==> src/bat_regs.svh <==
`ifndef BAT_REGS_SVH
`define BAT_REGS_SVH

// ****************************************************************
// clock selection codes
// ****************************************************************
`define BAT_CLK_CORE        2'h0
`define BAT_CLK_EXT_256     2'h1
`define BAT_CLK_EXT_384     2'h2
`define BAT_CLK_EXT_512     2'h3

// ****************************************************************
// time slot dividers (clocks per time slot, 128 slots per frame)
// ****************************************************************
`define BAT_DIV_CORE        4'h8
`define BAT_DIV_256         4'h2
`define BAT_DIV_384         4'h3
`define BAT_DIV_512         4'h4
`define BAT_DIV_ONE         4'h1

// ****************************************************************
// subframe layout
// ****************************************************************
`define BAT_SLOT_FIRST      6'h00
`define BAT_SLOT_PRE_LAST   6'h07
`define BAT_SLOT_PARITY     6'h3e
`define BAT_SLOT_LAST       6'h3f
`define BAT_PRE_TOP         3'h7
`define BAT_SR_WIDTH        27
`define BAT_AUDIO_WIDTH     24

// ****************************************************************
// preambles, written for a line that sat low before them
// ****************************************************************
`define BAT_PRE_X           8'he2
`define BAT_PRE_Y           8'he4
`define BAT_PRE_Z           8'he8

// ****************************************************************
// block length and interrupt vectors
// ****************************************************************
`define BAT_FRAME_LAST      8'hbf
`define BAT_FRAME_FIRST     8'h00
`define BAT_VEC_UNDERRUN    8'h28
`define BAT_VEC_BLOCK       8'h2a
`define BAT_VEC_EMPTY       8'h2e
`define BAT_VEC_NONE        8'h00

`endif

==> src/bat_pkg.sv <==
package bat_pkg;

   // ****************************************************************
   // non-audio bits of one channel, sent as subframe bits 28..30
   // ****************************************************************
   typedef struct packed {
      logic status;
      logic user;
      logic validity;
   } bat_na_s;

   // stored non-audio word: channel b above channel a
   typedef struct packed {
      bat_na_s chan_b;
      bat_na_s chan_a;
   } bat_nonaudio_s;

   // interrupt enables
   typedef struct packed {
      logic block_irq_enable;
      logic underrun_irq_enable;
      logic empty_irq_enable;
   } bat_irq_en_s;

   // status flags
   typedef struct packed {
      logic block_done_flag;
      logic underrun_flag;
      logic audio_empty_flag;
   } bat_status_s;

   // subframe being sent
   typedef enum logic {
      BAT_CH_A,
      BAT_CH_B
   } bat_chan_e;

   // preamble kinds
   typedef enum logic [1:0] {
      BAT_PRE_KIND_X,
      BAT_PRE_KIND_Y,
      BAT_PRE_KIND_Z
   } bat_pre_e;

endpackage

==> src/bat_transmitter.sv <==
// Summary of operation
// RULE1: sends one frame at a time: channel a subframe, then channel b subframe.
// RULE2: double-buffered path lets next frame load while current one is sent.
// RULE3: core clock source makes the block master, external clock makes it slave.
// RULE4: external source must give 256, 384 or 512 times the sample rate.
// RULE5: each pin is gpio or dedicated; block held in reset unless one is dedicated.
// RULE6: output pin sends biphase-mark data; gpio only while block not operating.
// RULE7: clock pin is gpio when block disabled or running from core clock.
// RULE8: channel a word goes to buffer a; channel b word to buffer b once empty.
// RULE9: buffer a loads shifter after last bit; then buffer b loads for channel b.
// RULE10: at frame start, non-audio bits go to shifter (a) and buffer (b).
// RULE11: empty flag set when holding reg and buffer a empty; interrupt if enabled.
// RULE12: on empty interrupt host writes non-audio bits, then both audio words.
// RULE13: frame opens with 8-slot preamble: z at block start, x otherwise.
// RULE14: then 24 audio and 3 non-audio bits go out in 54 time slots.
// RULE15: even parity over those 27 bits sent in the last two slots.
// RULE16: channel b starts with y preamble right after a parity; shifter loads then.
// RULE17: vectors: underrun 28 hex, block done 2a hex, empty 2e hex.
// RULE18: priority: underrun highest, block done next, empty lowest.
// RULE19: clock select 00 core at 1024 fs; 01, 10, 11 external at 256, 384, 512 fs.
// RULE20: validity, user, status bits sent as subframe bits 28, 29, 30.
// RULE21: start-block bit forces next frame to open with z; cleared when block starts.
// RULE22: enables gate underrun on its flag, block on block and empty flags.
// RULE23: missing data at subframe start sets underrun flag; old data resent.
// RULE24: block flag set after 192 frames counted from the last z preamble.
`timescale 1ns/1ps
`default_nettype none
`include "bat_regs.svh"

module bat_transmitter (
   // clock and reset
   input  wire logic                   core_clk_in,
   input  wire logic                   srst_in,
   // pin function selects (1 = dedicated to the transmitter)
   input  wire logic                   out_pin_dedicated_in,
   input  wire logic                   clk_pin_dedicated_in,
   // configuration
   input  wire logic [1:0]             clock_source_select_in,
   input  wire bat_pkg::bat_irq_en_s   irq_enable_in,
   input  wire logic                   force_block_start_set_in,
   // audio and non-audio writes
   input  wire logic                   audio_wr_in,
   input  wire logic [23:0]            audio_data_in,
   input  wire logic                   nonaudio_wr_in,
   input  wire bat_pkg::bat_nonaudio_s nonaudio_bits_in,
   // flag clears from software
   input  wire logic                   underrun_clr_in,
   input  wire logic                   block_clr_in,
   // status and interrupt request
   output logic                        force_block_start_out,
   output bat_pkg::bat_status_s        status_out,
   output logic                        irq_req_out,
   output logic [7:0]                  irq_vector_out,
   // serial output pin and its gpio alias
   input  wire logic                   output_pin_gpio_alias_in,
   input  wire logic                   output_pin_gpio_oe_in,
   output logic                        serial_audio_out_pin_out,
   output logic                        serial_audio_out_pin_oe_out,
   // external clock pin and its gpio alias
   input  wire logic                   external_audio_clock_pin_in,
   output logic                        clock_pin_gpio_alias_out,
   output logic                        operating_out
);
   import bat_pkg::*;

   // ****************************************************************
   // functions
   // ****************************************************************
   // preamble pattern, inverted when the line was left high
   function automatic logic [7:0] pre_pattern(input bat_pre_e kind, input logic level);
      logic [7:0] pat;
      pat = `BAT_PRE_X;
      case (kind)
         BAT_PRE_KIND_Y: pat = `BAT_PRE_Y;
         BAT_PRE_KIND_Z: pat = `BAT_PRE_Z;
         default:        pat = `BAT_PRE_X;
      endcase
      return level ? ~pat : pat;
   endfunction

   // clocks per time slot for each source
   function automatic logic [3:0] slot_div(input logic [1:0] sel);
      logic [3:0] d;
      d = `BAT_DIV_CORE;
      case (sel)
         `BAT_CLK_EXT_256: d = `BAT_DIV_256;
         `BAT_CLK_EXT_384: d = `BAT_DIV_384;
         `BAT_CLK_EXT_512: d = `BAT_DIV_512;
         default:          d = `BAT_DIV_CORE;
      endcase
      return d;
   endfunction

   // ****************************************************************
   // declarations
   // ****************************************************************
   logic                       operating;
   logic                       blk_rst;
   logic                       ext_clk_sel;
   logic                       ext_prev_r;
   logic                       src_edge;
   logic [3:0]                 div_cnt_r;
   logic                       tick;
   bat_chan_e                  chan_r;
   logic [5:0]                 slot_r;
   logic                       sub_start;
   logic                       frame_end;
   logic [`BAT_SR_WIDTH-1:0]   shift_r;
   logic                       parity_r;
   logic                       line_r;
   logic [7:0]                 pre_r;
   logic [7:0]                 pre_now;
   logic                       z_start;
   logic                       bit_val;
   logic [23:0]                hold_r;
   logic                       hold_v_r;
   logic                       hold_b_r;
   logic                       wr_b_r;
   logic [23:0]                buf_a_r;
   logic                       buf_a_v_r;
   logic [23:0]                buf_b_r;
   logic                       buf_b_v_r;
   bat_nonaudio_s              na_r;
   bat_na_s                    na_buf_r;
   logic [7:0]                 frame_cnt_r;
   logic                       force_r;
   logic                       empty_r;
   logic                       underrun_r;
   logic                       block_r;
   logic                       ur_event;
   logic                       blk_event;
   logic                       pin_r;

   // ****************************************************************
   // reset and pin ownership
   // ****************************************************************
   // held in reset while both pins are gpio
   assign operating   = out_pin_dedicated_in | clk_pin_dedicated_in;                    // RULE5
   assign blk_rst     = srst_in | ~operating;                                          // RULE5
   assign ext_clk_sel = clock_source_select_in != `BAT_CLK_CORE;                       // RULE3
   assign operating_out = operating;
   // clock pin free for gpio when disabled or on the core clock
   assign clock_pin_gpio_alias_out = ~operating | ~ext_clk_sel;                        // RULE7

   // output pin: serial data while operating, gpio only otherwise
   always_ff @(posedge core_clk_in) begin
      if (srst_in) begin
         pin_r <= 1'b0;
      end else if (operating) begin
         pin_r <= line_r;                                                              // RULE6
      end else begin
         pin_r <= output_pin_gpio_alias_in;
      end
   end
   assign serial_audio_out_pin_out    = pin_r;
   assign serial_audio_out_pin_oe_out = operating | output_pin_gpio_oe_in;             // RULE6

   // ****************************************************************
   // time slot enable
   // ****************************************************************
   // external clock is taken as synchronous; its rising edges are counted
   always_ff @(posedge core_clk_in) begin
      if (blk_rst) begin
         ext_prev_r <= 1'b0;
      end else begin
         ext_prev_r <= external_audio_clock_pin_in;
      end
   end
   // core path counts every clock (master), external path counts pin edges (slave)
   assign src_edge = ext_clk_sel ? (external_audio_clock_pin_in & ~ext_prev_r) : 1'b1; // RULE3
   assign tick     = src_edge && (div_cnt_r == slot_div(clock_source_select_in) - `BAT_DIV_ONE);

   // the external source must run at 256, 384 or 512 fs for these divisors
   always_ff @(posedge core_clk_in) begin
      if (blk_rst) begin
         div_cnt_r <= 4'h0;
      end else if (tick) begin
         div_cnt_r <= 4'h0;                                                            // RULE19
      end else if (src_edge) begin
         div_cnt_r <= div_cnt_r + `BAT_DIV_ONE;                                        // RULE4
      end
   end

   // ****************************************************************
   // frame sequencer
   // ****************************************************************
   assign sub_start = tick && (slot_r == `BAT_SLOT_FIRST);
   assign frame_end = tick && (slot_r == `BAT_SLOT_LAST) && (chan_r == BAT_CH_B);
   assign z_start   = (frame_cnt_r == `BAT_FRAME_FIRST) | force_r;                    // RULE13

   // slot counter and channel: a subframe then b subframe, 64 slots each
   always_ff @(posedge core_clk_in) begin
      if (blk_rst) begin
         slot_r <= `BAT_SLOT_FIRST;
         chan_r <= BAT_CH_A;
      end else if (tick) begin
         slot_r <= slot_r + 6'h01;
         if (slot_r == `BAT_SLOT_LAST) begin
            case (chan_r)
               BAT_CH_A: chan_r <= BAT_CH_B;                                           // RULE1
               BAT_CH_B: chan_r <= BAT_CH_A;                                           // RULE1
               default:  chan_r <= BAT_CH_A;
            endcase
         end
      end
   end

   // frame counter within a block; restarted by a forced block start
   always_ff @(posedge core_clk_in) begin
      if (blk_rst) begin
         frame_cnt_r <= `BAT_FRAME_FIRST;
      end else if (sub_start && chan_r == BAT_CH_A && force_r) begin
         frame_cnt_r <= `BAT_FRAME_FIRST;                                              // RULE21
      end else if (frame_end) begin
         frame_cnt_r <= (frame_cnt_r == `BAT_FRAME_LAST) ? `BAT_FRAME_FIRST
                                                        : frame_cnt_r + 8'h01;         // RULE24
      end
   end
   assign blk_event = frame_end && (frame_cnt_r == `BAT_FRAME_LAST);                   // RULE24

   // start-block request: set wins over the hardware clear
   always_ff @(posedge core_clk_in) begin
      if (blk_rst) begin
         force_r <= 1'b0;
      end else if (force_block_start_set_in) begin
         force_r <= 1'b1;
      end else if (sub_start && chan_r == BAT_CH_A) begin
         force_r <= 1'b0;                                                              // RULE21
      end
   end
   assign force_block_start_out = force_r;

   // ****************************************************************
   // holding register and channel buffers
   // ****************************************************************
   // writes alternate channel a, channel b
   always_ff @(posedge core_clk_in) begin
      if (blk_rst) begin
         hold_r   <= 24'h000000;
         hold_v_r <= 1'b0;
         hold_b_r <= 1'b0;
         wr_b_r   <= 1'b0;
      end else if (audio_wr_in) begin
         hold_r   <= audio_data_in;
         hold_v_r <= 1'b1;
         hold_b_r <= wr_b_r;
         wr_b_r   <= ~wr_b_r;
      end else if (hold_v_r && !hold_b_r && !buf_a_v_r) begin
         hold_v_r <= 1'b0;                                                             // RULE8
      end else if (hold_v_r && hold_b_r && !buf_b_v_r) begin
         hold_v_r <= 1'b0;                                                             // RULE8
      end
   end

   // buffers move into the shifter at each subframe start; the data stays
   // behind so an underrun simply resends the previous word
   always_ff @(posedge core_clk_in) begin
      if (blk_rst) begin
         buf_a_r   <= 24'h000000;
         buf_a_v_r <= 1'b0;
         buf_b_r   <= 24'h000000;
         buf_b_v_r <= 1'b0;
      end else begin
         // a load into an empty buffer wins, since the holding register lets go of it
         if (hold_v_r && !hold_b_r && !buf_a_v_r) begin
            buf_a_r   <= hold_r;                                                       // RULE8
            buf_a_v_r <= 1'b1;                                                         // RULE2
         end else if (sub_start && chan_r == BAT_CH_A) begin
            buf_a_v_r <= 1'b0;                                                         // RULE9
         end
         if (hold_v_r && hold_b_r && !buf_b_v_r) begin
            buf_b_r   <= hold_r;                                                       // RULE8
            buf_b_v_r <= 1'b1;                                                         // RULE2
         end else if (sub_start && chan_r == BAT_CH_B) begin
            buf_b_v_r <= 1'b0;                                                         // RULE9
         end
      end
   end

   // stored non-audio bits; the host writes them before the audio words
   always_ff @(posedge core_clk_in) begin
      if (srst_in) begin
         na_r <= '0;
      end else if (nonaudio_wr_in) begin
         na_r <= nonaudio_bits_in;                                                     // RULE12
      end
   end

   // channel b non-audio bits are uploaded at frame start
   always_ff @(posedge core_clk_in) begin
      if (blk_rst) begin
         na_buf_r <= '0;
      end else if (sub_start && chan_r == BAT_CH_A) begin
         na_buf_r <= na_r.chan_b;                                                      // RULE10
      end
   end

   // ****************************************************************
   // shifter, parity and biphase-mark encoder
   // ****************************************************************
   assign pre_now = pre_pattern((chan_r == BAT_CH_B) ? BAT_PRE_KIND_Y
                                : (z_start ? BAT_PRE_KIND_Z : BAT_PRE_KIND_X), line_r);
   assign bit_val = (slot_r >= `BAT_SLOT_PARITY) ? parity_r : shift_r[0];

   // shifter: shifts toward bit 0, one data bit per two slots
   always_ff @(posedge core_clk_in) begin
      if (blk_rst) begin
         shift_r  <= '0;
         parity_r <= 1'b0;
      end else if (sub_start) begin
         parity_r <= 1'b0;
         if (chan_r == BAT_CH_A) begin
            shift_r <= {na_r.chan_a, buf_a_r};                                         // RULE20
         end else begin
            shift_r <= {na_buf_r, buf_b_r};                                            // RULE16
         end
      end else if (tick && slot_r > `BAT_SLOT_PRE_LAST && slot_r[0]
                   && slot_r < `BAT_SLOT_PARITY) begin
         shift_r  <= {1'b0, shift_r[`BAT_SR_WIDTH-1:1]};                               // RULE14
         parity_r <= parity_r ^ shift_r[0];                                            // RULE15
      end
   end

   // line level: preamble slots, then one transition per bit plus mid-bit for ones
   always_ff @(posedge core_clk_in) begin
      if (blk_rst) begin
         line_r <= 1'b0;
         pre_r  <= 8'h00;
      end else if (sub_start) begin
         pre_r  <= pre_now;
         line_r <= pre_now[`BAT_PRE_TOP];                                              // RULE13
      end else if (tick && slot_r <= `BAT_SLOT_PRE_LAST) begin
         line_r <= pre_r[`BAT_PRE_TOP - slot_r[2:0]];                                  // RULE16
      end else if (tick && !slot_r[0]) begin
         line_r <= ~line_r;                                                            // RULE14
      end else if (tick) begin
         line_r <= line_r ^ bit_val;                                                   // RULE15
      end
   end

   // ****************************************************************
   // status flags and interrupt request
   // ****************************************************************
   // missing buffer at a subframe start means the old word is resent
   assign ur_event = sub_start && ((chan_r == BAT_CH_A) ? !buf_a_v_r : !buf_b_v_r);    // RULE23

   // events win over software clears
   always_ff @(posedge core_clk_in) begin
      if (blk_rst) begin
         underrun_r <= 1'b0;
      end else if (ur_event) begin
         underrun_r <= 1'b1;                                                           // RULE23
      end else if (underrun_clr_in) begin
         underrun_r <= 1'b0;
      end
   end

   always_ff @(posedge core_clk_in) begin
      if (blk_rst) begin
         block_r <= 1'b0;
      end else if (blk_event) begin
         block_r <= 1'b1;                                                              // RULE24
      end else if (block_clr_in) begin
         block_r <= 1'b0;
      end
   end

   // empty while neither holding register nor buffer a has data
   always_ff @(posedge core_clk_in) begin
      if (blk_rst) begin
         empty_r <= 1'b0;
      end else begin
         empty_r <= !hold_v_r && !buf_a_v_r;                                           // RULE11
      end
   end

   assign status_out.audio_empty_flag = empty_r;
   assign status_out.underrun_flag    = underrun_r;
   assign status_out.block_done_flag  = block_r;

   // fixed vectors in fixed priority order
   always_comb begin
      irq_req_out    = 1'b1;
      irq_vector_out = `BAT_VEC_NONE;
      if (underrun_r && irq_enable_in.underrun_irq_enable) begin
         irq_vector_out = `BAT_VEC_UNDERRUN;                                           // RULE17
      end else if (block_r && empty_r && irq_enable_in.block_irq_enable) begin
         irq_vector_out = `BAT_VEC_BLOCK;                                              // RULE22
      end else if (empty_r && irq_enable_in.empty_irq_enable) begin
         irq_vector_out = `BAT_VEC_EMPTY;                                              // RULE18
      end else begin
         irq_req_out = 1'b0;
      end
   end

endmodule // bat_transmitter
`default_nettype wire

==> config.mk <==
export PLATFORM = sky130hd
export DESIGN_NAME = bat_transmitter
export DESIGN_NICKNAME = d
export VERILOG_FILES = /design/src/bat_pkg.sv /design/src/bat_transmitter.sv
export VERILOG_INCLUDE_DIRS = /design/src /design/src/src
export SDC_FILE = /design/constraint.sdc
export NUM_CORES = 1
export LEC_CHECK = 0
export ABC_AREA = 1
export BUFFER_PORTS_ARGS = -buffer_cell sky130_fd_sc_hd__buf_2
export CAP_MARGIN = 20
export CORE_AREA = 8 8 127 129
export DETAILED_ROUTE_END_ITERATION = 10
export DIE_AREA = 0 0 135 137
export PLACE_DENSITY_LB_ADDON = 0.3
export SLEW_MARGIN = 20
export SYNTH_ARGS = -nofsm -noshare
export SYNTH_HDL_FRONTEND = slang
export SYNTH_SLANG_ARGS = --single-unit
==> constraint.sdc <==
create_clock -name core_clk_in -period 2.6 [get_ports core_clk_in]
set_input_delay 0.39 -clock core_clk_in [delete_from_list [all_inputs] [get_ports core_clk_in]]
set_output_delay 0.39 -clock core_clk_in [all_outputs]
set_load 0.005 [all_outputs]
[Yosys cells after proc, flatten, opt, wreduce, memory -nomap -nowiden]
Index checks and enable logic that the tools add are counted.
Storage, ports and cells
  flip-flop bits (word level): 148
  bits of input ports: 47
  logic and storage cells: 145
Cells by class
  muxes and demuxes: 38
  $lt $le $gt $ge: 5
  add/subtract/negate cells: 5
  reduce and logical (&&, ||, !) cells: 43
  equality and inequality tests: 8
  bitwise logic cells: 15
Operators with widths (number)
  27-bit two-way mux: 3
  1-bit two-way mux: 24
  1-bit logical AND: 23
  6-bit two-way mux: 3
  8-bit two-way mux: 2
  2-bit nonzero test: 7
  4-bit one-hot mux with 3 select lines: 1
  8-bit by 1-bit adder with 8-bit output, second input constant: 1
  8-bit equality test, second input constant: 1
  8-bit logical NOT: 1
  8-bit inverter: 1
  4-bit one-hot mux with 2 select lines: 1
  6-bit by 1-bit adder with 6-bit output, second input constant: 1
  2-bit equality test, second input constant: 3
  6-bit equality test, second input constant: 1
  6-bit greater-or-equal comparator, second input constant: 1
  6-bit by 3-bit > comparator with 1-bit output, second input constant: 1
  6-bit by 3-bit less-or-equal comparator with 1-bit output, second input constant: 1
  6-bit logical NOT: 1
  6-bit < comparator, second input constant: 1
  1-bit inverter: 6
  2-bit OR reduction: 3
  1-bit logical NOT: 5
  1-bit OR: 5
  14 further kinds: 17

[Logic depth before layout (Yosys ltp)]
  word-level depth: 10
  depth in mapped cells: 13

[Worst setup path before layout]
Ideal clock, no wire load.
  kind: register to register
  from: register slot_r[0]
  to: register frame_cnt_r[0]
  setup slack: 821 ps
  data arrival time: 1657 ps
  setup time: 121 ps
  stages on the path, launching flop included: 10
  cells stage by stage: dfxtp_1 -> inv_1 -> ha_1 -> nand3_1 -> nor3_4 -> nand3_4 -> nor2_4 -> inv_2 -> o21ai_4 -> nor2_1
Between the ends
  longest elaborated chain between the ends: 5
  elaborated cells between the ends (all ways): 8
  those cells by class: eq/ne: 1; reduce/logical: 7
RTL lines
  from (decl): RTL line bat_transmitter.sv:105  | logic [5:0] slot_r;
  from (signal assigned): RTL line bat_transmitter.sv:194  | slot_r <= `BAT_SLOT_FIRST;
  from (signal assigned): RTL line bat_transmitter.sv:197  | slot_r <= slot_r + 6'h01;
  6-bit logical NOT (no line)
  1-bit logical AND: RTL line bat_transmitter.sv:187  | assign sub_start = tick && (slot_r == `BAT_SLOT_FIRST);
  1-bit logical AND (2 in series): RTL line bat_transmitter.sv:212  | end else if (sub_start && chan_r == BAT_CH_A && force_r) begin
  2-bit OR reduction (no line)
  to (signal assigned): RTL line bat_transmitter.sv:211  | frame_cnt_r <= `BAT_FRAME_FIRST;
  to (signal assigned): RTL line bat_transmitter.sv:213  | frame_cnt_r <= `BAT_FRAME_FIRST;
  to (signal assigned): RTL line bat_transmitter.sv:215  | frame_cnt_r <= (frame_cnt_r == `BAT_FRAME_LAST) ? `BAT_FRAME_FIRST
  to (decl): RTL line bat_transmitter.sv:125  | logic [7:0] frame_cnt_r;
Parallel ways exist; a longest one is shown, timed or not.
A chain may end at the register's enable or synchronous reset.

[Worst setup path after layout]
  from: register slot_r[1]
  to: register shift_r[0]
Between the ends
  longest elaborated chain between the ends: 5
  elaborated cells between the ends (all ways): 9
  those cells by class: order compare: 2; mux: 1; reduce/logical: 6
RTL lines
  6-bit by 3-bit > comparator with 1-bit output (no line)
  1-bit logical AND (no line)
  1-bit logical AND: RTL line bat_transmitter.sv:317  | end else if (tick && slot_r > `BAT_SLOT_PRE_LAST && slot_r[0]
  1-bit logical AND (no line)
  2-bit nonzero test (no line)
  to (signal assigned): RTL line bat_transmitter.sv:313  | shift_r <= {na_r.chan_a, buf_a_r};
  to (signal assigned): RTL line bat_transmitter.sv:315  | shift_r <= {na_buf_r, buf_b_r};
  to (signal assigned): RTL line bat_transmitter.sv:319  | shift_r <= {1'b0, shift_r[`BAT_SR_WIDTH-1:1]};
  to (decl): RTL line bat_transmitter.sv:108  | logic [`BAT_SR_WIDTH-1:0] shift_r;
Parallel ways exist; a longest one is shown, timed or not.

==> results.txt <==
Synthesized area: 0.00648 mm^2
Synth unique cells: 39
Hpwl dp: 8.67 mm
RSZ-0062 raised after global routing: no
Most frequent CP cell: nand2_1
Worst hold endpoint: ext_prev_r
Worst ir drop on vdd: 0.503 mV
Worst Path Arrival: 2410 ps
Crit-path max FO: 47
Data required, critical path: 2930 ps
Top post-synthesis cells by area: dfxtp_1 (45%), o21ai_0 (10%), nand2_1 (8.9%)
Clk root buf: clkbuf_16
Synth-to-Final Area Change: 15.8%
Worst r2r path cells: 10
Synth warn: 0
Resize count post-CTS: 0
Final nets: 969
Fin crit share: 0.799
Power Density: 721 mW/mm^2
Placed inst area: 0.00684 mm^2
Worst-path clk slew: 60 ps
Die Height: 137 um
Max-Cap Viols: 0
Core area: 0.0142 mm^2
Drt pass-1 iters: 5
Hold_ws: 201 ps
Hold_buf cts: 0
WL/cell: 12.1 um
Clk sink count: 145
Post-route cell area: 0.00750 mm^2
Synth Flop Type: dfxtp_1
PortBufs: 59
Post-layout util: 0.528
Largest area contributor in the netlist: dfxtp_1
Routed Antenna Nets: 0
Max Clock Skew: 8.25 ps
Sequential area share after synthesis: 0.448
Largest stage delay, worst path: 450 ps
Status: complete, no violations
Final hold viol count: 0
Clock Tree Buf Depth: 2
Post-Synthesis Cells: 882
Final Max Slew Viols: 0
FF-to-FF setup slack: 520 ps
Post-synth EDFFs: 0
Worst Max-Slew Pin Slew: 783 ps
Starting Density: 0.456
Syn Area/Cell: 7.34 um^2
Tot GR Track Use: 0.159
Cell Chain, Critical Path: inv_1 -> ha_1 -> nand3_1 -> nor3_4 -> nand3_4 -> buf_4 -> nand2_1 -> nand2_1 -> nand2_1 -> a21oi_1
Largest net degree at the start of global routing: 113
Die Wd: 135 um
DRC Markers: 0
Hold Crit Class: in -> reg
Total routed wirelength: 13.5 mm
Rows: 44
CTS tree: yes
DR iter-0 viols: 318
Critical Path Source: slot_r[1]
Clock Latency Late Sink: 420 ps
Leak: 3.27 nW
CP Launch Type: flip-flop
Reg-to-Reg End: shift_r[0]
Kind of end point of the critical path: flip-flop
Total power: 5.41 mW
Period minus WS final: 2080 ps
Via density: 4.85
Final setup fails: 0
Gr ovfl total: 0
H-tree levels: 4
Yosys top cell area share: 0.448
Max-slew headroom at the worst pin: 0.478
Via Count: 5,396
Number of global-route vias before repair: 5,258
Layout cells sized above 1: 0.129
Seq cells post-synth: 145
Die area: 0.0185 mm^2
Diode count: 0
Hold_sp: external_audio_clock_pin_in
Initial antenna violation count: 0
Post-CTS setup buffers: 0
RD Place Congestion: 0.809
CP max stage cell: dfxtp_1
Ports: 64
Total CTS buffers: 17
Critical Setup Path Class: reg -> reg
Max frequency: 0.481 GHz
First-pass GRT wire length: 24.1 mm
R2r startpoint: slot_r[1]
WHS Path Cells: 3
Async S/R FF share, synth: 0
Setup TNS: 0 ps
[state kept, by name, summed over array words and instances (netlist names), 3 cells and up]
signal	count
buf_a_r	24
buf_b_r	24
div_cnt_r	4
frame_cnt_r	8
hold_r	24
na_buf_r	3
na_r	6
pre_r	5
shift_r	27
slot_r	6
[placed cells by master, fill, tap and decap left out, types with 7 or more instances in the layout]
master and instances:
nor2_1 95, inv_1 98, nand3_1 28, clkbuf_16 17
o21ai_0 135, buf_2 59, mux2i_1 25, xor2_1 10
nand4_1 10, nand2_1 153, dfxtp_1 144, o21ai_1 7
a21oi_1 70
[Yosys cell counts, types with 6 or more instances]
cell / instances
nand2_1: 153
a21oi_1: 70
nand4_1: 10
nor2_1: 97
nand3_1: 28
mux2i_1: 25
buf_2: 12
o21ai_1: 7
buf_4: 10
nor3_1: 6
clkbuf_1: 28
inv_1: 98
a211oi_1: 6
dfxtp_1: 145
o21ai_0: 135
xor2_1: 10
[per-stage QoR]
stage	setup slack, ps	instances
final	522	1113
after global routing	248	1113
after CTS	393	1113
after detailed placement	389	1082
after global placement	493	1082
after floorplan	821	885
[where the power goes]
| group | switching (mW) | internal (mW) | leakage, nW |
|---|---|---|---|
| Combinational | 0.241 | 0.131 | 1.77 |
| Clock | 0.897 | 1.80 | 0.323 |
| Sequential | 0.0377 | 2.30 | 1.18 |
| Total | 1.18 | 4.23 | 3.27 |
[cells by family (layout without fill, tap and decap cells)]
group                      count (synthesis)  count (layout)  share of synthesized area
and+or+nand+nor                          308             308                      0.202
AOI/OAI and AO/OA                        225             225                      0.180
adders and majority gates                  5               5                    0.00966
xor gates and xnor gates                  12              12                     0.0162
muxes                                     25              25                     0.0386
DFF                                      145             145                      0.448
buffers and inverters                    161             205                      0.104
other                                      1               4                   0.000579
[cell type report]
type | count | area [um^2]
fillers | 1399 | 6700
multi-input cells | 579 | 2920
flip-flops and latches | 145 | 2900
clock buffers | 22 | 484
inverters | 107 | 404
repair buffers | 67 | 380
well taps | 184 | 230
clock inverters | 9 | 176
[layer usage]
layer,global-route usage,up-vias,routed length [um]
li1,-,2911,-
met1,0.197,2370,6740
met2,0.260,96,6020
met3,0.0385,19,525
met4,0.0623,0,197
met5,0,-,0
[worst max-delay path: cells and delay by family, from the launching register on]
kind,cells,cell delay (ps)
DFF,1,450
adders and majority gates,1,220
AOI/OAI and AO/OA,1,120
and+or+nand+nor,6,670
buffers and inverters,2,550
[how the worst max path moves through the flow]
stage	to	slack [ps]	depth (start not counted)
finish	shift_r[0]	520	10
global route	shift_r[12]	250	10
CTS	buf_a_r[13]	390	5
detailed placement	buf_a_r[13]	390	5
global placement	buf_a_r[7]	490	5
floorplan	frame_cnt_r[0]	820	9
Note: power is estimated with default switching activity, not from simulation.
